--- config.mk ---
export PLATFORM = sky130hd
export DESIGN_NAME = mes_statistics
export DESIGN_NICKNAME = d
export VERILOG_FILES = /design/src/common/mes_pkg.sv /design/src/hdl/mes_statistics.sv
export SDC_FILE = /design/constraint.sdc
export NUM_CORES = 1
export LEC_CHECK = 0
export ABC_AREA = 1
export BUFFER_PORTS_ARGS = -buffer_cell sky130_fd_sc_hd__buf_4
export CORE_MARGIN = 8
export CORE_UTILIZATION = 65
export DETAILED_ROUTE_END_ITERATION = 10
export GPL_TIMING_DRIVEN = 1
export PLACE_DENSITY = 0.82
export SLEW_MARGIN = 20
export SYNTH_ARGS = -nofsm -noshare
export SYNTH_HDL_FRONTEND = slang
export SYNTH_SLANG_ARGS = --single-unit
export TNS_END_PERCENT = 100
--- constraint.sdc ---
create_clock -name sys_clk -period 6.59 [get_ports sys_clk]
set_input_delay 0 -clock sys_clk [delete_from_list [all_inputs] [get_ports sys_clk]]
set_output_delay 0 -clock sys_clk [all_outputs]
set_load 0.005 [all_outputs]
--- src/common/mes_pkg.sv ---
/*
  Shared constants and types for the motion estimator statistics block:
  register offsets, field widths, reset values and the stream carriers.
  Assumes the serial control front end presents decoded byte addresses.
*/
`default_nettype none
package mes_pkg;
  // ***************************************************************
  // Register offsets
  // ***************************************************************
  localparam logic [7:0] MES_OFS_PZ_DELTA_H = 8'h9D;
  localparam logic [7:0] MES_OFS_PZ_START_V = 8'h9E;
  localparam logic [7:0] MES_OFS_PZ_DELTA_V = 8'h9F;
  localparam logic [7:0] MES_OFS_INERR_HI = 8'hA0;
  localparam logic [7:0] MES_OFS_INERR_LO = 8'hA1;
  localparam logic [7:0] MES_OFS_FLERR_HI = 8'hA2;
  localparam logic [7:0] MES_OFS_FLERR_LO = 8'hA3;
  localparam logic [7:0] MES_OFS_ACT_HI = 8'hA4;
  localparam logic [7:0] MES_OFS_ACT_LO = 8'hA5;
  localparam logic [7:0] MES_OFS_TEMP_CONS = 8'hA6;
  localparam logic [7:0] MES_OFS_SPAT_CONS = 8'hA7;
  localparam logic [7:0] MES_OFS_BURST_CNT = 8'hA8;

  // ***************************************************************
  // Field layout, reset values and window border
  // ***************************************************************
  localparam int MES_HI_MSB = 15;
  localparam int MES_HI_LSB = 8;
  localparam int MES_LO_MSB = 7;
  localparam int MES_LO_LSB = 0;
  localparam logic [7:0] MES_RST_BYTE = 8'h00;
  localparam logic [15:0] MES_RST_WORD = 16'h0000;
  localparam logic [15:0] MES_MAX_WORD = 16'hFFFF;
  localparam logic [7:0] MES_MAX_BYTE = 8'hFF;
  localparam logic [7:0] MES_UNMAPPED = 8'h00;
  localparam int MES_BORDER_PIXELS = 40;
  localparam int MES_BORDER_LINES = 20;
  localparam int MES_POS_X_W = 11;
  localparam int MES_POS_Y_W = 10;
  localparam int MES_NEIGHBOURS = 4;

  // ***************************************************************
  // Carriers
  // ***************************************************************
  // One luminance sample of each compared stream at one position
  typedef struct packed {
    logic valid;                      // Sample present this cycle
    logic onNewLine;                  // Line coincides with a new field line
    logic [MES_POS_X_W-1:0] xPos;     // Pixel index in the line
    logic [MES_POS_Y_W-1:0] yPos;     // Field line index
    logic [7:0] memPix;               // Vector shifted stored frame memory output
    logic [7:0] inPix;                // New field input memory sample
    logic [7:0] filtPix;              // Filtered data rewritten into memory
  } mes_pix_t;

  // Two's complement motion vector
  typedef struct packed {
    logic signed [7:0] x;
    logic signed [7:0] y;
  } mes_vec_t;

  // One block result of the estimator
  typedef struct packed {
    logic valid;                              // Block result present
    mes_vec_t newVec;                         // Newly estimated vector
    mes_vec_t prevVec;                        // Same position, previous run
    mes_vec_t [MES_NEIGHBOURS-1:0] prevNbr;   // L, R, U, D of previous run
  } mes_blk_t;

  // Field sequencing and mode flags
  typedef struct packed {
    logic fieldStart;       // Pulse: first cycle of a field
    logic fieldEnd;         // Pulse: last cycle of a field
    logic deintActive;      // De-interlacer active this field
    logic fieldDoubling;    // Field doubling mode
    logic newInputField;    // This field is a new input field
  } mes_field_t;
endpackage : mes_pkg
`default_nettype wire

--- src/hdl/mes_statistics.sv ---
/*
  Motion estimator field statistics and pan-zoom parameter registers.
  Assumes the serial control front end gives a byte address, a one-cycle
  write strobe and a one-cycle read strobe, and takes read data one cycle
  after the strobe. All video inputs are synchronous to sys_clk.
*/
`timescale 1ns/1ps
`default_nettype none
module mes_statistics #(
  parameter int ACC_W = 32,                    // Internal accumulator width
  parameter int ACTIVE_WIDTH_W = 11,           // Width of activeWidth input
  parameter int ACTIVE_LINES_W = 10
) (
  input wire logic sys_clk,                              // 100 MHz clock
  input wire logic rst_n,                                // Async reset, active low
  input wire mes_pkg::mes_pix_t pixIn,                   // Compared pixel streams
  input wire mes_pkg::mes_blk_t blkIn,                   // Block vector results
  input wire mes_pkg::mes_field_t fieldIn,               // Field timing and modes
  input wire logic burstError,                           // Pulse per burst error
  input wire logic [ACTIVE_WIDTH_W-1:0] activeWidth,     // Pixels per line
  input wire logic [ACTIVE_LINES_W-1:0] activeLines,     // Lines per field
  input wire logic [7:0] regAddr,                        // Register byte address
  input wire logic [7:0] regWrData,                      // Write data
  input wire logic regWrEn,                              // Write strobe
  input wire logic regRdEn,                              // Read strobe
  output logic [7:0] regRdData,                          // Read data, registered
  output logic [7:0] panZoomDeltaH,                      // Horizontal delta
  output logic [7:0] panZoomStartV,                      // Vertical start
  output logic [7:0] panZoomDeltaV                       // Vertical delta
);
  import mes_pkg::*;

  // ***************************************************************
  // Helper functions
  // ***************************************************************
  // Absolute difference of two signed vector components
  function automatic logic [8:0] absDiff(input logic signed [7:0] a, input logic signed [7:0] b);
    logic signed [8:0] d;
    d = 9'(a) - 9'(b);
    absDiff = d[8] ? 9'(-d) : 9'(d);
  endfunction : absDiff

  // Squared difference of two unsigned samples
  function automatic logic [15:0] sqDiff(input logic [7:0] a, input logic [7:0] b);
    logic [7:0] d;
    d = (a > b) ? (a - b) : (b - a);
    sqDiff = 16'(d) * 16'(d);
  endfunction : sqDiff

  // Clamp an accumulator to sixteen bits
  function automatic logic [15:0] clamp16(input logic [ACC_W-1:0] v);
    clamp16 = (v > ACC_W'(MES_MAX_WORD)) ? MES_MAX_WORD : v[15:0];
  endfunction : clamp16

  // Clamp an accumulator to eight bits
  function automatic logic [7:0] clamp8(input logic [ACC_W-1:0] v);
    clamp8 = (v > ACC_W'(MES_MAX_BYTE)) ? MES_MAX_BYTE : v[7:0];
  endfunction : clamp8

  // ***************************************************************
  // Measurement window
  // ***************************************************************
  logic inWindow;
  logic pixCount;
  logic [ACC_W-1:0] inErrAdd;
  logic [ACC_W-1:0] flErrAdd;

  // The window shrinks by the border on every edge of the active video
  always_comb begin
    inWindow = (ACC_W'(pixIn.xPos) >= ACC_W'(MES_BORDER_PIXELS)) &&
               (ACC_W'(pixIn.xPos) + ACC_W'(MES_BORDER_PIXELS) < ACC_W'(activeWidth)) &&
               (ACC_W'(pixIn.yPos) >= ACC_W'(MES_BORDER_LINES)) &&
               (ACC_W'(pixIn.yPos) + ACC_W'(MES_BORDER_LINES) < ACC_W'(activeLines));
    pixCount = pixIn.valid && pixIn.onNewLine && inWindow && fieldIn.deintActive;
    inErrAdd = pixCount ? ACC_W'(sqDiff(pixIn.memPix, pixIn.inPix)) : '0;
    flErrAdd = pixCount ? ACC_W'(sqDiff(pixIn.memPix, pixIn.filtPix)) : '0;
  end

  // ***************************************************************
  // Per-block vector terms
  // ***************************************************************
  logic [ACC_W-1:0] actAdd;
  logic [ACC_W-1:0] tempAdd;
  logic [ACC_W-1:0] spatAdd;
  logic [ACC_W-1:0] nbrTerm [MES_NEIGHBOURS];

  // One neighbour term each: horizontal plus vertical difference
  genvar gn;
  generate
    for (gn = 0; gn < MES_NEIGHBOURS; gn++) begin : gNbr
      always_comb begin
        nbrTerm[gn] = ACC_W'(absDiff(blkIn.prevVec.x, blkIn.prevNbr[gn].x)) +
                      ACC_W'(absDiff(blkIn.prevVec.y, blkIn.prevNbr[gn].y));
      end
    end
  endgenerate

  // Activity takes vector magnitudes so opposing motion does not cancel out
  always_comb begin
    actAdd = '0;
    tempAdd = '0;
    spatAdd = '0;
    if (blkIn.valid) begin
      actAdd = ACC_W'(absDiff(blkIn.newVec.x, 8'sh00)) +
               ACC_W'(absDiff(blkIn.newVec.y, 8'sh00));
      tempAdd = ACC_W'(absDiff(blkIn.newVec.x, blkIn.prevVec.x)) +
                ACC_W'(absDiff(blkIn.newVec.y, blkIn.prevVec.y));
      for (int i = 0; i < MES_NEIGHBOURS; i++) begin
        spatAdd = spatAdd + nbrTerm[i];
      end
    end
  end

  // ***************************************************************
  // Running accumulators
  // ***************************************************************
  logic [ACC_W-1:0] inErrAcc_r;
  logic [ACC_W-1:0] flErrAcc_r;
  logic [ACC_W-1:0] actAcc_r;
  logic [ACC_W-1:0] tempAcc_r;
  logic [ACC_W-1:0] spatAcc_r;
  logic [7:0] burstAcc_r;
  logic [ACC_W-1:0] inErrAcc_nxt;
  logic [ACC_W-1:0] flErrAcc_nxt;
  logic [ACC_W-1:0] actAcc_nxt;
  logic [ACC_W-1:0] tempAcc_nxt;
  logic [ACC_W-1:0] spatAcc_nxt;
  logic [7:0] burstAcc_nxt;

  // A field start restarts from the current sample so nothing is dropped
  always_comb begin
    inErrAcc_nxt = (fieldIn.fieldStart ? '0 : inErrAcc_r) + inErrAdd;
    flErrAcc_nxt = (fieldIn.fieldStart ? '0 : flErrAcc_r) + flErrAdd;
    actAcc_nxt = (fieldIn.fieldStart ? '0 : actAcc_r) + actAdd;
    tempAcc_nxt = (fieldIn.fieldStart ? '0 : tempAcc_r) + tempAdd;
    spatAcc_nxt = (fieldIn.fieldStart ? '0 : spatAcc_r) + spatAdd;
    burstAcc_nxt = fieldIn.fieldStart ? MES_RST_BYTE : burstAcc_r;
    if (burstError && burstAcc_nxt != MES_MAX_BYTE) begin
      burstAcc_nxt = burstAcc_nxt + 8'h01;
    end
  end

  // Accumulators; wide sums are clamped only when latched at field end and can wrap, while the burst count saturates itself
  always_ff @(posedge sys_clk or negedge rst_n) begin
    if (!rst_n) begin
      inErrAcc_r <= '0;
      flErrAcc_r <= '0;
      actAcc_r <= '0;
      tempAcc_r <= '0;
      spatAcc_r <= '0;
      burstAcc_r <= MES_RST_BYTE;
    end else begin
      inErrAcc_r <= inErrAcc_nxt;
      flErrAcc_r <= flErrAcc_nxt;
      actAcc_r <= actAcc_nxt;
      tempAcc_r <= tempAcc_nxt;
      spatAcc_r <= spatAcc_nxt;
      burstAcc_r <= burstAcc_nxt;
    end
  end

  // ***************************************************************
  // Field-end result latches
  // ***************************************************************
  logic [15:0] inErrRes_r;
  logic [15:0] flErrRes_r;
  logic [15:0] actRes_r;
  logic [7:0] tempRes_r;
  logic [7:0] spatRes_r;
  logic [7:0] burstRes_r;
  logic errZero;

  // Error sums are forced to zero without de-interlacing or after a new
  // input field in field doubling mode
  assign errZero = !fieldIn.deintActive ||
                   (fieldIn.fieldDoubling && fieldIn.newInputField);

  // Whole 16-bit words latch together so both bytes belong to one field
  always_ff @(posedge sys_clk or negedge rst_n) begin
    if (!rst_n) begin
      inErrRes_r <= MES_RST_WORD;
      flErrRes_r <= MES_RST_WORD;
      actRes_r <= MES_RST_WORD;
      tempRes_r <= MES_RST_BYTE;
      spatRes_r <= MES_RST_BYTE;
      burstRes_r <= MES_RST_BYTE;
    end else if (fieldIn.fieldEnd) begin
      inErrRes_r <= errZero ? MES_RST_WORD : clamp16(inErrAcc_nxt);
      flErrRes_r <= errZero ? MES_RST_WORD : clamp16(flErrAcc_nxt);
      actRes_r <= clamp16(actAcc_nxt);
      tempRes_r <= clamp8(tempAcc_nxt);
      spatRes_r <= clamp8(spatAcc_nxt);
      burstRes_r <= burstAcc_nxt;
    end
  end

  // ***************************************************************
  // Write-only pan-zoom parameters
  // ***************************************************************
  logic [7:0] pzDeltaH_r;
  logic [7:0] pzStartV_r;
  logic [7:0] pzDeltaV_r;

  // Host-written values steer the pan-zoom candidate generator
  always_ff @(posedge sys_clk or negedge rst_n) begin
    if (!rst_n) begin
      pzDeltaH_r <= MES_RST_BYTE;
      pzStartV_r <= MES_RST_BYTE;
      pzDeltaV_r <= MES_RST_BYTE;
    end else if (regWrEn) begin
      if (regAddr == MES_OFS_PZ_DELTA_H) begin
        pzDeltaH_r <= regWrData;
      end
      if (regAddr == MES_OFS_PZ_START_V) begin
        pzStartV_r <= regWrData;
      end
      if (regAddr == MES_OFS_PZ_DELTA_V) begin
        pzDeltaV_r <= regWrData;
      end
    end
  end

  assign panZoomDeltaH = pzDeltaH_r;
  assign panZoomStartV = pzStartV_r;
  assign panZoomDeltaV = pzDeltaV_r;

  // ***************************************************************
  // Read port
  // ***************************************************************
  logic [7:0] rdData_r;
  logic [7:0] rdData_nxt;

  // Write-only and unmapped addresses read as zero
  always_comb begin
    unique case (regAddr)
      MES_OFS_INERR_HI: rdData_nxt = inErrRes_r[MES_HI_MSB:MES_HI_LSB];
      MES_OFS_INERR_LO: rdData_nxt = inErrRes_r[MES_LO_MSB:MES_LO_LSB];
      MES_OFS_FLERR_HI: rdData_nxt = flErrRes_r[MES_HI_MSB:MES_HI_LSB];
      MES_OFS_FLERR_LO: rdData_nxt = flErrRes_r[MES_LO_MSB:MES_LO_LSB];
      MES_OFS_ACT_HI: rdData_nxt = actRes_r[MES_HI_MSB:MES_HI_LSB];
      MES_OFS_ACT_LO: rdData_nxt = actRes_r[MES_LO_MSB:MES_LO_LSB];
      MES_OFS_TEMP_CONS: rdData_nxt = tempRes_r;
      MES_OFS_SPAT_CONS: rdData_nxt = spatRes_r;
      MES_OFS_BURST_CNT: rdData_nxt = burstRes_r;
      default: rdData_nxt = MES_UNMAPPED;
    endcase
  end

  // Read data holds until the next read strobe
  always_ff @(posedge sys_clk or negedge rst_n) begin
    if (!rst_n) begin
      rdData_r <= MES_RST_BYTE;
    end else if (regRdEn) begin
      rdData_r <= rdData_nxt;
    end
  end

  assign regRdData = rdData_r;
endmodule : mes_statistics
`default_nettype wire

==> flow_metrics.py, run 1 <==
metrics = {
    "status": {
        "status": "finished with violations",
        "violations": "setup timing",
    },
    "timing": {
        "hold_violations": 0,
        "slew_viol_final": 0,
        "skew_ps": 17.4,
        "fin_crit_sh": 1.07,
        "period_needed_ps": 7030,
        "tightest_slew_ps": 1080,
        "finalSetupViolCount": 40,
        "rsz0062_at_grt": "yes",
        "fmax_mhz": 142,
        "slew_headroom": 0.278,
        "setup_ws_ps": -442,
    },
    "cells_and_area": {
        "diodes": 0,
        "final_net_count": 6112,
        "final_util": 0.849,
        "layout_common_cells": "nand2_1 (1173), inv_1 (964), buf_4 (714)",
        "regArea_sq_um": 6810,
        "fin_cells": 6136,
        "nFillCells": 3005,
        "final_common_cell": "nand2_1",
        "multiInputGateArea_sq_um": 22200,
        "drive_gt1_frac": 0.221,
        "stdcell_area_sq_um": 40600,
        "area_growth_pct": 28.9,
    },
    "placed_design": {
        "place_area_sq_um": 37600,
        "post-place-cells": 6017,
        "io_buffers": 222,
        "dpl.hpwl_um": 71400,
        "place.gp.congestion": 0.959,
    },
    "setup_path": {
        "startpoint_type": "primary input",
        "reg2reg_from": "actAcc_r[0]",
        "endpoint_kind": "flip-flop",
        "worstPathArrival_ps": 7480,
        "crit_path_max_fanout": 8,
        "path_class": "primary input to flip-flop",
        "crit_top_cell": "nand2_1",
        "worstPathRequired_ps": 7040,
        "slowest_stage": "fa_1",
        "slowest_delay_ps": 540,
        "worstSetupStartpoint": "pixIn[16]",
    },
    "global_routing": {
        "grt.overflow.total": 0,
        "grt_pass1_vias": 32800,
        "grt_max_degree": 160,
        "grtUsageTotal": 0.323,
        "grt_antenna_before_repair": 0,
        "grt_pass1_wl_um": 153000,
    },
    "synthesis": {
        "synth_top_family_by_area": "simple AND/OR/NAND/NOR gates",
        "synth_fa_ha_area_frac": 0.196,
        "synth-seq-area-share": 0.216,
        "ys_async_sr_fraction": 1.00,
        "yosysUniqueCellTypes": 56,
        "synthFlopType": "dfrtp_1",
        "synth_simple_gate_area_share": 0.311,
        "synth_top_area_frac": 0.216,
        "postSynthAreaPerCell_sq_um": 6.60,
        "yosysWarnings": 0,
        "synth_edf_count": 0,
        "synth-compound-area-share": 0.0725,
        "synth.area.top_cells": "dfrtp_1 (22%), nand2_1 (15%), inv_1 (12%)",
        "ys_seq_elements": 272,
        "synth_xor_xnor_area_share": 0.0723,
        "synthesis.area_sq_um": 31500,
        "synth_mux_area_frac": 0.000318,
        "yosysTopAreaCell": "dfrtp_1",
        "synth_cells": 4777,
    },
    "flow_run": {
        "drv_cap": 0,
    },
    "floorplan": {
        "dieArea_sq_um": 55800,
        "die_h_um": 236,
        "rows": 80,
        "core_area_sq_um": 47800,
        "initial_core_util": 0.659,
        "io_pins": 223,
        "fp.dieW_um": 236,
    },
    "clock_network": {
        "tritoncts": "built",
        "h-tree-depth": 1,
        "cts_buffer_depth": 3,
        "clockRootBuffer": "clkbuf_16",
        "cts_made_buffers": 28,
        "clkSlewWorstSetupHoldPaths_ps": 70,
        "clock-sinks": 272,
        "clock_latency_ps": 580,
    },
    "routing": {
        "viasPerCell": 5.46,
        "vias": 33500,
        "totalWireLength_um": 98100,
        "postRouteAntennaNets": 0,
        "drc": 0,
        "drt_pass1_iterations": 8,
        "drt_iter0_markers": 2863,
        "wire_per_inst_um": 16.0,
    },
    "hold_path": {
        "hold_class": "primary input to async pin",
    },
    "power_and_ir_drop": {
        "peakVddDrop_v": 0.00168,
        "p_leak_nw": 23.3,
        "power_density_nw_per_um2": 634,
    },
}
==> sequential cells by signal (all words and copies together) (netlist names), 16 cells and up <==
| name | flops |
|---|---|
| actAcc_r | 32 |
| tempAcc_r | 32 |
| flErrRes_r | 16 |
| inErrAcc_r | 32 |
| actRes_r | 16 |
| flErrAcc_r | 32 |
| spatAcc_r | 32 |
| inErrRes_r | 16 |
==> kinds of logic after synthesis <==
group | count (synthesis)
AO/OA/AOI/OAI | 406
XOR/XNOR | 260
adder cells (fa/ha/maj) | 421
buffers and inverters | 1076
flip-flops | 272
multiplexers | 1
other | 1
AND/OR/NAND/NOR | 2340
==> synth_stat cells (10+ instances only) <==
library cell and instances:
o21ai_0 143, a21o_1 16, clkbuf_1 38, nand4_1 52, nand2_1 1248, xnor2_1 86
o21bai_1 15, nand3_2 12, xor2_1 174, nand3b_1 36, inv_1 1007, nor2_1 568
fa_1 120, a21oi_1 161, nand3_1 289, a211oi_1 10, ha_1 301, or2_2 23
dfrtp_1 272, nor2_2 21, nor3_1 55
==> cell type report <==
cell class,count,area share
multi-input cells,3430,0.547
flip-flops and latches,272,0.168
repair buffers,755,0.146
inverters,1013,0.0949
well taps,615,0.0189
clock buffers,33,0.0185
clock inverters,18,0.00715
==> where the power goes <==
part | internal (mW) | leakage [nW] | switching [mW]
Clock | 1.09 | 0.511 | 0.757
Combinational | 9.98 | 19.2 | 11.8
Sequential | 1.99 | 3.64 | 0.0942
Total | 13.1 | 23.3 | 12.7
==> worst paths after layout <==
| kind | end | slack, ps | cells after the start |
|---|---|---|---|
| setup / recovery | inErrRes_r[3] | -440 | 49 |
| hold / removal | flErrAcc_r[8] | 20 | 2 |
| setup reg to reg | actRes_r[13] | 3420 | 20 |
| hold reg to reg | flErrRes_r[13] | 480 | 2 |
| max in group asynchronous | panZoomStartV[5] | 5100 | 3 |
| min in group sys_clk | actAcc_r[0] | 50 | 5 |
==> layer usage <==
| metal | part of all wire | global-route usage | wire, um | up-vias |
|---|---|---|---|---|
| li1 | - | - | - | 16100 |
| met2 | 0.50 | 0.590 | 48800 | 1402 |
| met5 | 0 | 0 | 0 | - |
| met1 | 0.39 | 0.392 | 38700 | 15600 |
| met4 | 0.042 | 0.107 | 4160 | 0 |
| met3 | 0.066 | 0.0395 | 6430 | 355 |
==> critical path: cells and delay by family <==
family	cells	cell delay, ps
AO/OA/AOI/OAI	6	770
XOR/XNOR	1	70
adder cells (fa/ha/maj)	8	3000
buffers and inverters	12	980
AND/OR/NAND/NOR	22	2650
==> timing repair <==
action                                  CTS  global route
buffers inserted                         19            28
pin swaps                                90           125
resized for setup                       101           235
endpoints found under the setup margin   40            66
hold buffers                             22             0
cloned                                    1             2
hold endpoints to repair                183             0
==> metrics by stage <==
stage               setup slack [ps]  total power [mW]  hold WS (ps)  setup TNS (ps)
floorplan                      -42.8              13.0          -296            -534
global placement                -717              19.9           146          -27200
detailed placement              -926              20.4           144          -42340
CTS                             -146              23.7          21.2           -2690
global route                    -714              27.9          87.7          -23040
finish                          -442              25.7          22.2           -9470
Note: power is estimated with default switching activity, not from simulation.
==> run 2, diff against run 1 <==
--- a/config.mk
+++ b/config.mk
@@ -7,8 +7,9 @@
 export LEC_CHECK = 0
 export ABC_AREA = 1
 export BUFFER_PORTS_ARGS = -buffer_cell sky130_fd_sc_hd__buf_4
-export CORE_MARGIN = 8
+export CORE_MARGIN = 5
 export CORE_UTILIZATION = 65
+export CTS_BUF_LIST = sky130_fd_sc_hd__clkbuf_16
 export DETAILED_ROUTE_END_ITERATION = 10
 export GPL_TIMING_DRIVEN = 1
 export PLACE_DENSITY = 0.82
==> run 2 against run 1 <==
  * The flow still finishes with violations (setup timing)
  * Maximum frequency up 0.55%
  * Non-clock buffer count down 8
  * Design area is 0.74% lower
  * Critical path depth grew 2
  * Wire length is 2.8% lower
  * Total power fell by 4.7%
  * Sequential power is essentially flat
  * Clock power decreased by 11%
  * Sequential share of layout area is 0.13 points higher
  * Flip-flop and latch count did not move
  * Critical path type unchanged
  * Largest cell class unchanged
  * Highest routed layer unchanged
==> flow_metrics.py, run 2 (synthesis results as in run 1) <==
metrics = {
    "status": {
        "status": "finished with violations",
        "violations": "setup timing",
    },
    "global_routing": {
        "grt.overflow.total": 0,
        "grt_pass1_wl_um": 151000,
        "grtUsageTotal": 0.337,
        "grt_antenna_before_repair": 0,
        "grt_max_degree": 116,
        "grt_pass1_vias": 32700,
    },
    "clock_network": {
        "clock_latency_ps": 580,
        "tritoncts": "built",
        "cts_made_buffers": 29,
        "clock-sinks": 272,
        "cts_buffer_depth": 3,
        "clockRootBuffer": "clkbuf_16",
        "clkSlewWorstSetupHoldPaths_ps": 70,
        "h-tree-depth": 1,
    },
    "timing": {
        "fmax_mhz": 143,
        "slew_viol_final": 0,
        "fin_tns_setup_ps": -10760,
        "finalSetupViolCount": 41,
        "setup_ws_ps": -404,
        "hold_violations": 0,
        "skew_ps": 22.6,
        "period_needed_ps": 6990,
        "slew_headroom": 0.334,
        "tightest_slew_ps": 992,
        "fin_crit_sh": 1.06,
        "rsz0062_at_grt": "yes",
    },
    "floorplan": {
        "die_h_um": 230,
        "io_pins": 223,
        "initial_core_util": 0.659,
        "core_area_sq_um": 47800,
        "dieArea_sq_um": 53000,
        "rows": 80,
        "fp.dieW_um": 230,
    },
    "placed_design": {
        "io_buffers": 222,
        "place_area_sq_um": 37500,
        "post-place-cells": 5999,
        "dpl.hpwl_um": 71100,
        "place.gp.congestion": 0.964,
    },
    "cells_and_area": {
        "drive_gt1_frac": 0.219,
        "fin_cells": 6129,
        "final_util": 0.843,
        "final_common_cell": "nand2_1",
        "final_net_count": 6105,
        "layout_common_cells": "nand2_1 (1168), inv_1 (966), buf_4 (715)",
        "stdcell_area_sq_um": 40300,
        "area_growth_pct": 28.0,
        "diodes": 0,
    },
    "setup_path": {
        "reg2reg_from": "actAcc_r[0]",
        "crit_path_max_fanout": 8,
        "crit_top_cell": "nand2_1",
        "slowest_stage": "fa_1",
        "startpoint_type": "primary input",
        "r2r_setup_slack_ps": 3540,
        "regToRegEndpoint": "actRes_r[11]",
        "worstPathRequired_ps": 7060,
        "worstPathArrival_ps": 7460,
        "slowest_delay_ps": 570,
        "ff2ff_path_depth": 20,
        "path_class": "primary input to flip-flop",
        "endpoint_kind": "flip-flop",
    },
    "routing": {
        "totalWireLength_um": 95400,
        "postRouteAntennaNets": 0,
        "vias": 33500,
        "wire_per_inst_um": 15.6,
        "drt_iter0_markers": 2706,
        "met1_length_um": 37200,
        "wl_met2_um": 47700,
        "topRoutingLayerUsed": "met4",
        "viasPerCell": 5.47,
        "drt_pass1_iterations": 8,
        "drc": 0,
        "wl_met3_um": 6480,
    },
    "power_and_ir_drop": {
        "peakVddDrop_v": 0.00128,
        "p_leak_nw": 23.1,
        "power.switching_mw": 12.1,
        "clkPwrFrac": 0.067,
        "p_comb_frac": 0.848,
        "power_density_nw_per_um2": 608,
        "switching_share": 0.492,
        "p_total_mw": 24.5,
        "p_int_mw": 12.4,
        "pwr-share-seq": 0.085,
    },
    "hold_path": {
        "hp-start": "blkIn[88]",
        "hold_end": "actAcc_r[0]",
        "hold_class": "primary input to flip-flop",
        "min_path_cells": 5,
    },
    "flow_run": {
        "drv_cap": 0,
    },
}
run 2: cell count changes in the layout (fill, tap and decap cells not counted), moves of 5 or more:
cell | before | now
inv_2 | 41 | 46
nand3_4 | 12 | 6
nor2_1 | 508 | 518
nand2_2 | 71 | 79
nor2_2 | 61 | 51
o21ai_2 | 16 | 9
nand3_1 | 236 | 244
nand2_1 | 1173 | 1168
dlygate4sd3_1 | 21 | 15
run 2: routing by layer:
metal,GRT usage,vias up
li1,-,16100
met1,0.419,15600
met2,0.604,1414
met3,0.0450,349
met4,0.117,0
met5,0,-
run 2: final cells by class:
class	instances	area [sq um]
Tap cell	615	769
Inverter	1013	3850
Sequential cell	272	6810
Fill cell	3012	7530
Clock buffer	29	726
Timing Repair Buffer	747	5820
Clock inverter	23	198
Multi-Input combinational cell	3430	22100
run 2: power by group through the flow:
stage	combinational [mW]	clock, mW	sequential (mW)
6_report	20.8	1.64	2.09
5_1_grt	23.0	1.73	2.10
4_1_cts	19.2	1.64	2.08
3_5_place_dp	17.9	0	2.11
3_3_place_gp	17.4	0	2.11
2_1_floorplan	10.9	0	2.08
run 2: through the flow:
step	hold WS (ps)	worst slack, ps
floorplan	-296	-42.8
global placement	136	-687
global route	60.5	-757
finish	32.5	-404
detailed placement	126	-912
CTS	24.9	-51.7
run 2: worst max path at each step:
stage / startpoint / end / cells past startpoint
finish: pixIn[16] / flErrRes_r[14] / 51
global route: pixIn[0] / flErrRes_r[14] / 51
CTS: pixIn[16] / flErrRes_r[15] / 51
detailed placement: blkIn[64] / spatRes_r[1] / 47
global placement: blkIn[72] / spatRes_r[7] / 46
floorplan: pixIn[16] / inErrRes_r[14] / 50
run 2: repair_timing:
item,in CTS,in global routing
setup endpoints to repair,40,49
hold buffers,15,0
pin swaps,112,104
hold endpoints to repair,190,0
resized for setup,114,202
cloned,2,2
buffers inserted,29,33
run 2: worst max-delay path, delay by kind of cell:
| kind | cells | cell delay, ps |
|---|---|---|
| compound gates | 6 | 700 |
| fa+ha+maj | 8 | 3230 |
| mux | 1 | 250 |
| buf+inv | 11 | 790 |
| xor+xnor | 1 | 160 |
| simple gates | 24 | 2310 |
